File: config.mk
export PLATFORM = sky130hd
export DESIGN_NAME = wwd_timer
export DESIGN_NICKNAME = d
export VERILOG_FILES = /design/src/wwd_pkg.sv /design/src/wwd_timer.sv /design/src/wwd_tick_sync.sv
export SDC_FILE = /design/constraint.sdc
export NUM_CORES = 1
export LEC_CHECK = 0
export BUFFER_PORTS_ARGS = -buffer_cell sky130_fd_sc_hd__buf_2
export CORE_ASPECT_RATIO = 0.8
export CORE_MARGIN = 1.5
export CORE_UTILIZATION = 55
export DETAILED_ROUTE_END_ITERATION = 12
export PLACE_DENSITY = 0.79
export SLEW_MARGIN = 20
export SYNTH_ARGS = -nofsm -noshare
export SYNTH_HDL_FRONTEND = slang
export SYNTH_SLANG_ARGS = --single-unit
File: constraint.sdc
create_clock -name clk -period 3.85 [get_ports clk]
set_input_delay 0.77 -clock clk [delete_from_list [all_inputs] [get_ports clk]]
set_output_delay 0.77 -clock clk [all_outputs]
set_load 0.02 [all_outputs]
File: src/wwd_pkg.sv
// shared constants and types for the window watchdog timer
`default_nettype none
package wwd_pkg;
  // primary control field layout and reset value
  localparam int            FIELD_W      = 4;
  localparam int            PERIOD_LSB   = 0;
  localparam int            WINDOW_LSB   = 4;
  localparam logic [7:0]    CTRL_RST     = 8'h00;
  localparam logic [3:0]    SEL_OFF      = 4'h0;
  localparam logic [3:0]    SEL_MAX      = 4'hB;
  // slow tick timing: 1.024 kHz, shortest period is 8 ticks (8 ms)
  localparam int            SLOW_TICK_HZ = 1024;
  localparam int            CNT_W        = 14;
  localparam logic [13:0]   BASE_TICKS   = 14'h0008;
  localparam int            SYNC_TICKS   = 2;

  // counter state, one-hot
  typedef enum logic [2:0] {
    ST_OFF    = 3'b001,
    ST_OPEN   = 3'b010,
    ST_CLOSED = 3'b100
  } wwd_state_t;

  // selection code to length in slow ticks; reserved codes clamp to the longest
  function automatic logic [13:0] sel_ticks(input logic [3:0] sel);
    logic [3:0] s;
    s = (sel > SEL_MAX) ? SEL_MAX : sel;
    if (s == SEL_OFF) begin
      sel_ticks = BASE_TICKS;
    end else begin
      sel_ticks = BASE_TICKS << (s - 4'h1);
    end
  endfunction : sel_ticks
endpackage : wwd_pkg
`default_nettype wire

File: src/wwd_timer.sv
// window watchdog timer: control, lock, crossing and counter
`default_nettype none
// Operation
// - enabled counter resets the system if not cleared before time-out
// - counter advances on rising edges of the 1.024 kHz slow tick clock
// - eleven period codes give 8 ms up to 8 s
// - non-zero period field enables; zero keeps it off
// - non-zero window field selects window mode
// - zero window field means normal single-period mode
// - each clear restarts a full time-out period
// - window mode: clear too early or too late resets the system
// - counting is independent of sleep and of the main clock source
// - control and lock writes need the change guard sequence
// - control resets from boot fuse; fuse enable sets lock
// - control writes reach the counter only after slow tick crossing
// - closed period precedes open; first closed period starts after first clear
// - pending flag during control crossing; processor waits for it
// - lock blocks control writes, is set-only, cleared only in debug
// - clear crossing takes slow ticks; clears during crossing are ignored
module wwd_timer (
  // clock and reset
  input  wire logic       clk,
  input  wire logic       srst,
  // slow clock and boot configuration
  input  wire logic       slow_tick_clock,
  input  wire logic [7:0] boot_fuse_config,
  // processor writes
  input  wire logic       ctrl_wr,
  input  wire logic [7:0] ctrl_wdata,
  input  wire logic       lock_wr,
  input  wire logic       change_guard_ok,
  input  wire logic       debug_mode,
  input  wire logic       watchdog_clear_instr,
  // status
  output logic [7:0]      primary_control,
  output logic            lock,
  output logic            crossing_pending,
  output logic            clear_pending,
  output logic            system_reset
);
  typedef wwd_pkg::wwd_state_t wwd_state_t;

  // slow clock synchroniser; first stage feeds only the second
  logic slow_s1_reg, slow_s2_reg, slow_s3_reg;
  logic tick;
  always_ff @(posedge clk) begin
    if (srst) begin
      slow_s1_reg <= 1'b0;
      slow_s2_reg <= 1'b0;
      slow_s3_reg <= 1'b0;
    end else begin
      slow_s1_reg <= slow_tick_clock;
      slow_s2_reg <= slow_s1_reg;
      slow_s3_reg <= slow_s2_reg;
    end
  end
  assign tick = slow_s2_reg & ~slow_s3_reg;

  // processor side control and lock
  logic       boot_done_reg, boot_done_next;
  logic [7:0] ctrl_reg, ctrl_next;
  logic       lock_reg, lock_next;
  logic       cfg_req, cfg_done, cfg_busy;
  logic       clr_req, clr_done, clr_busy;

  assign cfg_req = boot_done_reg & ctrl_wr & change_guard_ok & ~lock_reg & ~cfg_busy;
  assign clr_req = boot_done_reg & watchdog_clear_instr & ~clr_busy;

  // fuse load happens on the first edge after reset release, never under reset
  always_comb begin
    boot_done_next = 1'b1;
    ctrl_next      = ctrl_reg;
    lock_next      = lock_reg;
    if (!boot_done_reg) begin
      ctrl_next = boot_fuse_config;
      lock_next = (boot_fuse_config[wwd_pkg::PERIOD_LSB +: wwd_pkg::FIELD_W] != wwd_pkg::SEL_OFF);
    end else begin
      if (cfg_req) begin
        ctrl_next = ctrl_wdata;
      end
      if (debug_mode) begin
        lock_next = 1'b0;
      end
      if (lock_wr && change_guard_ok) begin
        lock_next = 1'b1; // set wins over the debug clear
      end
    end
  end

  always_ff @(posedge clk) begin
    if (srst) begin
      boot_done_reg <= 1'b0;
      ctrl_reg      <= wwd_pkg::CTRL_RST;
      lock_reg      <= 1'b0;
    end else begin
      boot_done_reg <= boot_done_next;
      ctrl_reg      <= ctrl_next;
      lock_reg      <= lock_next;
    end
  end

  // crossings into the slow tick domain
  wwd_tick_sync #(.STAGES(wwd_pkg::SYNC_TICKS)) u_cfg_sync (
    .clk  (clk),
    .srst (srst),
    .req  (cfg_req),
    .busy (cfg_busy),
    .tick (tick),
    .done (cfg_done)
  );

  wwd_tick_sync #(.STAGES(wwd_pkg::SYNC_TICKS)) u_clr_sync (
    .clk  (clk),
    .srst (srst),
    .req  (clr_req),
    .busy (clr_busy),
    .tick (tick),
    .done (clr_done)
  );

  // slow side: settings in use, counter and mode state
  logic [3:0]                 act_period_reg, act_period_next;
  logic [3:0]                 act_window_reg, act_window_next;
  logic [wwd_pkg::CNT_W-1:0]  cnt_reg, cnt_next;
  wwd_state_t                 state_reg, state_next;
  logic                       rst_reg, rst_next;
  logic                       boot_apply;
  logic [wwd_pkg::CNT_W-1:0]  cnt_inc, open_len, closed_len;

  assign boot_apply = ~boot_done_reg;
  assign cnt_inc    = cnt_reg + 14'h0001;
  assign open_len   = wwd_pkg::sel_ticks(act_period_reg);
  assign closed_len = wwd_pkg::sel_ticks(act_window_reg);

  // the boot fuse applies at once; later writes only after the crossing completes
  always_comb begin
    act_period_next = act_period_reg;
    act_window_next = act_window_reg;
    cnt_next        = cnt_reg;
    state_next      = state_reg;
    rst_next        = 1'b0;
    if (boot_apply) begin
      act_period_next = boot_fuse_config[wwd_pkg::PERIOD_LSB +: wwd_pkg::FIELD_W];
      act_window_next = boot_fuse_config[wwd_pkg::WINDOW_LSB +: wwd_pkg::FIELD_W];
    end else if (cfg_done) begin
      act_period_next = ctrl_reg[wwd_pkg::PERIOD_LSB +: wwd_pkg::FIELD_W];
      act_window_next = ctrl_reg[wwd_pkg::WINDOW_LSB +: wwd_pkg::FIELD_W];
    end
    case (state_reg)
      wwd_pkg::ST_OFF: begin
        cnt_next = '0;
        if (act_period_reg != wwd_pkg::SEL_OFF) begin
          state_next = wwd_pkg::ST_OPEN; // first period is open, closed waits for a clear
        end
      end
      wwd_pkg::ST_CLOSED: begin
        if (clr_done) begin
          rst_next   = 1'b1; // too early
          cnt_next   = '0;
          state_next = wwd_pkg::ST_OPEN;
        end else if (tick) begin
          if (cnt_inc >= closed_len) begin
            cnt_next   = '0;
            state_next = wwd_pkg::ST_OPEN;
          end else begin
            cnt_next = cnt_inc;
          end
        end
      end
      default: begin
        if (clr_done) begin
          cnt_next   = '0;
          state_next = (act_window_reg != wwd_pkg::SEL_OFF) ? wwd_pkg::ST_CLOSED : wwd_pkg::ST_OPEN;
        end else if (tick) begin
          if (cnt_inc >= open_len) begin
            rst_next = 1'b1; // time-out
            cnt_next = '0;
          end else begin
            cnt_next = cnt_inc;
          end
        end
      end
    endcase
    // halting in debug restarts the counter and skips the first closed period
    if (debug_mode && state_reg != wwd_pkg::ST_OFF) begin
      cnt_next   = '0;
      state_next = wwd_pkg::ST_OPEN;
      rst_next   = 1'b0;
    end
    if (act_period_reg == wwd_pkg::SEL_OFF) begin
      state_next = wwd_pkg::ST_OFF;
      rst_next   = 1'b0;
    end
  end

  always_ff @(posedge clk) begin
    if (srst) begin
      act_period_reg <= wwd_pkg::SEL_OFF;
      act_window_reg <= wwd_pkg::SEL_OFF;
      cnt_reg        <= '0;
      state_reg      <= wwd_pkg::ST_OFF;
      rst_reg        <= 1'b0;
    end else begin
      act_period_reg <= act_period_next;
      act_window_reg <= act_window_next;
      cnt_reg        <= cnt_next;
      state_reg      <= state_next;
      rst_reg        <= rst_next;
    end
  end

  // outputs straight from flip-flops
  assign primary_control  = ctrl_reg;
  assign lock             = lock_reg;
  assign crossing_pending = cfg_busy;
  assign clear_pending    = clr_busy;
  assign system_reset     = rst_reg;

  a_timeout_fires: assert property (@(posedge clk) disable iff (srst)
    (state_reg == wwd_pkg::ST_OPEN && tick && !clr_done && !debug_mode && act_period_reg != 4'h0
     && cnt_inc >= open_len) |=> system_reset) else $error("time-out did not reset");
  a_early_clear: assert property (@(posedge clk) disable iff (srst)
    (state_reg == wwd_pkg::ST_CLOSED && clr_done && !debug_mode && act_period_reg != 4'h0)
    |=> system_reset) else $error("early clear did not reset");
  a_clear_restart: assert property (@(posedge clk) disable iff (srst)
    (state_reg == wwd_pkg::ST_OPEN && clr_done && act_period_reg != 4'h0)
    |=> (cnt_reg == '0 && !system_reset)) else $error("clear did not restart");
  a_window_entry: assert property (@(posedge clk) disable iff (srst)
    (state_reg == wwd_pkg::ST_OPEN && clr_done && !debug_mode && act_period_reg != 4'h0
     && act_window_reg != 4'h0) |=> state_reg == wwd_pkg::ST_CLOSED) else $error("window not entered");
  a_off_quiet: assert property (@(posedge clk) disable iff (srst)
    (act_period_reg == 4'h0) |=> (state_reg == wwd_pkg::ST_OFF && !system_reset)) else $error("off but active");
  a_lock_blocks: assert property (@(posedge clk) disable iff (srst)
    (boot_done_reg && lock_reg) |=> $stable(primary_control)) else $error("locked control changed");
  a_lock_sticky: assert property (@(posedge clk) disable iff (srst)
    (lock_reg && !debug_mode) |=> lock_reg) else $error("lock cleared outside debug");
  a_guard_needed: assert property (@(posedge clk) disable iff (srst)
    (boot_done_reg && !change_guard_ok) |=> ($stable(primary_control) && ($past(lock_reg) || !lock_reg)))
    else $error("unguarded write took effect");
  a_boot_lock: assert property (@(posedge clk) disable iff (srst)
    (!boot_done_reg && boot_fuse_config[3:0] != 4'h0) |=> (lock && primary_control == $past(boot_fuse_config)))
    else $error("fuse enable did not lock");
  a_write_pending: assert property (@(posedge clk) disable iff (srst)
    cfg_req |=> crossing_pending ##1 (crossing_pending && act_period_reg == $past(act_period_reg)))
    else $error("write not held for crossing");
  a_clear_ignored: assert property (@(posedge clk) disable iff (srst)
    (clear_pending && watchdog_clear_instr && !tick) |=> clear_pending) else $error("clear crossing cut short");
endmodule : wwd_timer
`default_nettype wire

File: src/wwd_tick_sync.sv
// request crossing into the slow tick domain: busy until a number of tick edges pass
`default_nettype none
module wwd_tick_sync #(
  parameter int STAGES = wwd_pkg::SYNC_TICKS
) (
  // clock and reset
  input  wire logic clk,
  input  wire logic srst,
  // request side
  input  wire logic req,
  output logic      busy,
  // slow tick side
  input  wire logic tick,
  output logic      done
);
  logic       busy_reg, busy_next;
  logic       done_reg, done_next;
  logic [1:0] cnt_reg, cnt_next;

  // requests while busy are dropped, so one request gives exactly one done pulse
  always_comb begin
    busy_next = busy_reg;
    done_next = 1'b0;
    cnt_next  = cnt_reg;
    if (busy_reg) begin
      if (tick) begin
        if (cnt_reg == 2'(STAGES - 1)) begin
          busy_next = 1'b0;
          done_next = 1'b1;
          cnt_next  = 2'h0;
        end else begin
          cnt_next = cnt_reg + 2'h1;
        end
      end
    end else if (req) begin
      busy_next = 1'b1;
      cnt_next  = 2'h0;
    end
  end

  always_ff @(posedge clk) begin
    if (srst) begin
      busy_reg <= 1'b0;
      done_reg <= 1'b0;
      cnt_reg  <= 2'h0;
    end else begin
      busy_reg <= busy_next;
      done_reg <= done_next;
      cnt_reg  <= cnt_next;
    end
  end

  assign busy = busy_reg;
  assign done = done_reg;

  a_done_after_busy: assert property (@(posedge clk) disable iff (srst)
    done |-> $past(busy_reg)) else $error("done without pending request");
endmodule : wwd_tick_sync
`default_nettype wire

After elaboration in Yosys (flattened, before gate mapping)
Index checks and enable logic that the tools add are counted.

Register bits after elaboration: 47. Input port bits: 24.

Muxes and demuxes: 52. Order comparisons: 4. Bitwise logic cells: 12. Reduce and logical (&&, ||, !) cells: 23. Equality and inequality tests: 16. $add $sub $neg: 5. Shift operators: 2.

Operators with widths (count): $mux 14 (8); $ge 14x14->1 (2); $pmux 14 s2 (1); $shl 4x4->14 const A (2); $mux 4 (6); $mux 1 (18); $mux 2 (9); $mux 3 (6); $mux 8 (2); $reduce_bool 4->1 (4); $add 14x1->14 const B (1); $logic_not 4->1 (3); $ne 3x2->1 const B (3); $reduce_or 3->1 (3); $gt 4x4->1 const B (2); $ne 4x3->1 const B (2); $reduce_and 4->1 (2); $sub 4x1->4 const B (2); $and 1x1->1 (7); $ne 2x2->1 const B (3); $pmux 3 s2 (1); $reduce_and 2->1 (3); $reduce_bool 3->1 (2); $not 1->1 (5); 11 further kinds (17).

Depth between registers and ports, before layout
Depth after elaboration: 11. Mapped depth: 13. Depth with buffers taken out: 12.

Modules after synthesis
A second synthesis with hierarchy kept.

Cells, all modules: 322. Area, all modules: 2758.9 sq um.

Modules (own cells, without submodules): wwd_timer (times used 1, cells each 294, area an instance 2441.1 sq um); wwd_tick_sync (times used 2, cells each 14, area an instance 158.9 sq um).

Worst setup path before layout
OpenSTA, ideal clock, no wires.

Path type: reg-to-reg. Start: register cnt_reg[3] in the netlist's numbering. End: register cnt_reg[13] in the netlist's numbering. Arrival time: 2973 ps. Setup time: 57 ps. Cell stages (with the launch flop): 14. Slack: 820 ps. Required time: 3793 ps. Period minus slack after synthesis: 3030 ps. Buffers on the path: 1. Path through: dfxtp_1 -> and3_1 -> and4_1 -> and3_1 -> and3_1 -> xor2_1 -> ha_1 -> and3_1 -> o21a_1 -> a221oi_1 -> a32oi_2 -> buf_6 -> o31ai_1 -> a22o_2.

Cells in the longest elaborated chain, start to end: 6.

Ends and longest elaborated chain: from (decl) (line wwd_timer.sv:124) `logic [wwd_pkg::CNT_W-1:0] cnt_reg, cnt_next;`; from (signal assigned) (line wwd_timer.sv:206) `cnt_reg <= cnt_next;`; $add 14x1->14 * (line wwd_timer.sv:131) `assign cnt_inc = cnt_reg + 14'h0001;`; $ge 14x14->1, on equally long branches (line wwd_timer.sv:175, wwd_timer.sv:162); $mux 14, on equally long branches (line wwd_timer.sv:175, wwd_timer.sv:162); $mux 14, on equally long branches (line wwd_timer.sv:174, wwd_timer.sv:161); $mux 14, on equally long branches (line wwd_timer.sv:171, wwd_timer.sv:157); $pmux 14 s2 * (line wwd_timer.sv:149) `case (state_reg)`.

Every way passes the cells marked *; elsewhere a longest branch is shown, timed or not. The select of a mux whose other input is x is not followed. A chain may end at the register's enable or synchronous reset.

Worst setup path after layout
Start: register cnt_reg[3] in the netlist's numbering. End: register cnt_reg[10] in the netlist's numbering.

Same word-level chain as after synthesis.

==> impl_metrics.csv <==
group,metric,value,unit
layout,fin_nets,406,
logic_synthesis,ys_top_cells_by_area,"dfxtp_1 34%, ha_1 11%, nand2_1 5.0%, a21oi_1 4.7%, nor2b_1 4.5%",
power,p_seq_share,46.8,%
place,dp_hpwl,4680,µm
clocking,clock_tree.buffer_depth,2,
hold_path,min_to,"slow_s2_reg$_SDFF_PP0_",
setup_path,cp_data_arrival_time,3.83,ns
floorplan,num_io_pins,36,
clocking,cts_setup_buffers,0,
drt,drc,0,
timing,finalSetupViolations,0,
timing,fin_crit,3.58,ns
place,post-place-ws,0.250,ns
setup_path,cpMostUsedCell,"and3_1",
logic_synthesis,yosys_warnings,0,
clocking,cts_buffers,5,
logic_synthesis,synth_cells,329,
setup_path,critical_path_class,"flip-flop to flip-flop",
grt,grt_pass1_vias,2148,
drt,num_vias,2561,
drt,drtIter0Drc,205,
setup_path,r2r-start,"cnt_reg[3]$_SDFFE_PP0P_",
timing,finalHoldViolations,0,
timing,max_slew_margin,35.6,%
logic_synthesis,yosysSeqAreaShare,33.7,%
power,p_sw,0.359,mW
floorplan,die_area,0.00551,mm²
clocking,clock_sinks,47,
setup_path,slowest_delay,0.39,ns
place,gp_congestion,0.914,
setup_path,rr_worst_depth,13,
clocking,cts_tree,"done",
layout,drive_above_1_share,14.5,%
power,p_comb_share,21.2,%
power,power.leakage,1.33,nW
logic_synthesis,ys_types,46,
logic_synthesis,synth-edff-count,0,
drt,dr.pass1.iters,5,
setup_path,cp_cell_sequence,"and3_1, and4_1, and3_1, and3_1, xor2_1, ha_1, and3_1, o21a_1, a221oi_1, a32oi_2, nor3_4, buf_12, a22o_1",
power,ir_worst_vdd,0.262,mV
power,p_clk_share,32.1,%
clocking,clkLatencyLatePin,0.31,ns
outcome,status,"finished, final reports clean",
logic_synthesis,synth_top_area_cell,"dfxtp_1",
setup_path,r2r_slack,0.27,ns
floorplan,num_rows,22,
logic_synthesis,syn_area_per_cell,8.48,µm²
hold_path,hold_path_class,"flip-flop to flip-flop",
drt,routed_wirelength,6350,µm
logic_synthesis,synthesis.nets,377,
grt,grt_first_pass_wirelength,10300,µm
setup_path,cpLargestDelayFamily,"simple AND/OR/NAND/NOR gates",
timing,fin_setup_tns,0,ns
hold_path,worstHoldStart,"slow_s1_reg$_SDFF_PP0_",
logic_synthesis,yosys.area.top_type_share,33.7,%
timing,rsz0062_at_grt,"false",
drt,antenna_left,0,
logic_synthesis,synth_area,0.00279,mm²
grt,antenna_found_initial,0,
timing,final_max_slew_viol_count,0,
grt,grtUsageTotal,24.9,%
setup_path,cp_slowest_cell,"dfxtp_1",
logic_synthesis,ys_ff_latch,47,
place,port-buffer-count,35,
floorplan,core_area,0.00473,mm²
setup_path,cp_max_fo,13,
clocking,holdBufCountCts,0,
hold_path,whs_path_depth,1,
power,swShare,30.9,%
grt,grt_max_degree,32,
timing,clock_skew,0.00946,ns
clocking,cts-root-buf,"clkbuf_8",
layout,diodes,0,
run,cap_violations,0,
floorplan,start_util,58.9,%
setup_path,cp-start-kind,"flip-flop",
setup_path,r2r-end,"cnt_reg[10]$_SDFFE_PP0P_",
grt,gr-total-overflow,0,
timing,fin_crit_sh,92.9,%
drt,viasPerCell,6.11,
setup_path,required,4.10,ns
floorplan,dieWidth,82.6,µm
power,internal_power,0.802,mW
clocking,ctsHtreeMaxLevel,2,
layout,largest_register_ffs,14,
logic_synthesis,ys.flop_type,"dfxtp_1",
clocking,clk_pin_slew,0.09,ns
layout,area_growth,11.5,%
clocking,cts_resized,0,
drt,wl_per_cell,15.2,µm
setup_path,endpoint_kind,"flip-flop",
floorplan,die_height,66.7,µm
power,power_per_cell_area,373,mW/mm²
timing,final.setup.worst_slack,0.272,ns
setup_path,cp_num_buf_inv,1,
timing,fmax,279,MHz
timing,worst_pin_slew,0.965,ns
logic_synthesis,synth-async-reset-ratio,0,%
kinds of logic after synthesis:
group	after synthesis	synth area share, %
AOI/OAI and AO/OA	87	21.0
xor gates and xnor gates	12	3.77
adders and majority gates	24	10.8
buffers and inverters	17	2.74
DFF	47	33.7
muxes	10	3.63
and+or+nand+nor	132	24.4
synthesized netlist by cell type, types with 2 or more instances:
library cell / count
a211oi_1: 7
a21o_1: 3
a21oi_1: 26
a22o_1: 10
a22o_2: 2
a31oi_1: 7
and3_1: 7
and4_1: 4
clkbuf_1: 10
dfxtp_1: 47
ha_1: 24
inv_1: 3
mux2i_1: 9
nand2_1: 37
nand2b_1: 4
nand3_1: 20
nand4_1: 3
nor2_1: 21
nor2b_1: 20
nor3_1: 3
nor3b_1: 4
o211a_1: 2
o211ai_1: 3
o21ai_0: 15
o31ai_1: 5
or3_1: 3
xnor2_1: 8
xor2_1: 4
how the worst max path moves through the flow:
stage	endpoint	slack, ns	from	depth (start not counted)
2_1_floorplan	cnt_reg[13]$_SDFFE_PP0P_	0.82	cnt_reg[3]$_SDFFE_PP0P_	13
3_3_place_gp	cnt_reg[0]$_SDFFE_PP0P_	0.36	cnt_reg[2]$_SDFFE_PP0P_	12
3_5_place_dp	cnt_reg[0]$_SDFFE_PP0P_	0.25	cnt_reg[3]$_SDFFE_PP0P_	12
4_1_cts	cnt_reg[10]$_SDFFE_PP0P_	0.17	cnt_reg[3]$_SDFFE_PP0P_	12
5_1_grt	cnt_reg[10]$_SDFFE_PP0P_	0.06	cnt_reg[2]$_SDFFE_PP0P_	13
6_report	cnt_reg[10]$_SDFFE_PP0P_	0.27	cnt_reg[3]$_SDFFE_PP0P_	13
layout make-up:
class | instances | area, µm²
repair buffers | 36 | 195
flip-flops and latches | 47 | 941
clock inverters | 3 | 46.3
fillers | 414 | 1620
clock buffers | 5 | 68.8
well taps | 60 | 75.1
multi-input cells | 265 | 1770
inverters | 3 | 11.3
routing by layer:
layer	vias to the layer above	global-route usage [%]	wire, µm
met2	91	36.9	2790
met4	0	8.33	88
met3	14	4.11	367
met1	1188	36.3	3110
met5	-	0	0
li1	1268	-	-
through the flow:
| stage | cell area, µm² | cells | hold WS [ns] | utilization [%] | power [mW] |
|---|---|---|---|---|---|
| floorplan | 2790 | 329 | 0.414 | - | 0.731 |
| global placement | 2980 | 410 | 0.425 | 62.8 | 0.780 |
| detailed placement | 2980 | 410 | 0.431 | 62.8 | 0.784 |
| CTS | 3090 | 418 | 0.463 | 65.3 | 1.15 |
| global route | 3110 | 419 | 0.477 | 65.7 | 1.21 |
| finish | 3110 | 419 | 0.457 | 65.7 | 1.16 |
power groups by stage:
stage	logic, mW	registers (mW)	clock network [mW]
after floorplan	0.181	0.550	0
after global placement	0.228	0.552	0
after detailed placement	0.231	0.554	0
after CTS	0.235	0.542	0.377
after global routing	0.271	0.548	0.394
final	0.246	0.543	0.372
placed cells by master (no fill, tap or decap), types with 5 or more instances in the layout:
| cell | Yosys | layout |
|---|---|---|
| and3_1 | 7 | 7 |
| o31ai_1 | 5 | 5 |
| a22o_1 | 10 | 10 |
| buf_2 | 1 | 35 |
| nand3_1 | 20 | 20 |
| a211oi_1 | 7 | 7 |
| a31oi_1 | 7 | 7 |
| clkbuf_8 | 0 | 5 |
| ha_1 | 24 | 24 |
| xnor2_1 | 8 | 8 |
| dfxtp_1 | 47 | 47 |
| nor2_1 | 21 | 21 |
| mux2i_1 | 9 | 9 |
| nand2_1 | 37 | 37 |
| a21oi_1 | 26 | 26 |
| nor2b_1 | 20 | 20 |
| o21ai_0 | 15 | 15 |
Note: power is estimated with default switching activity, not from simulation.
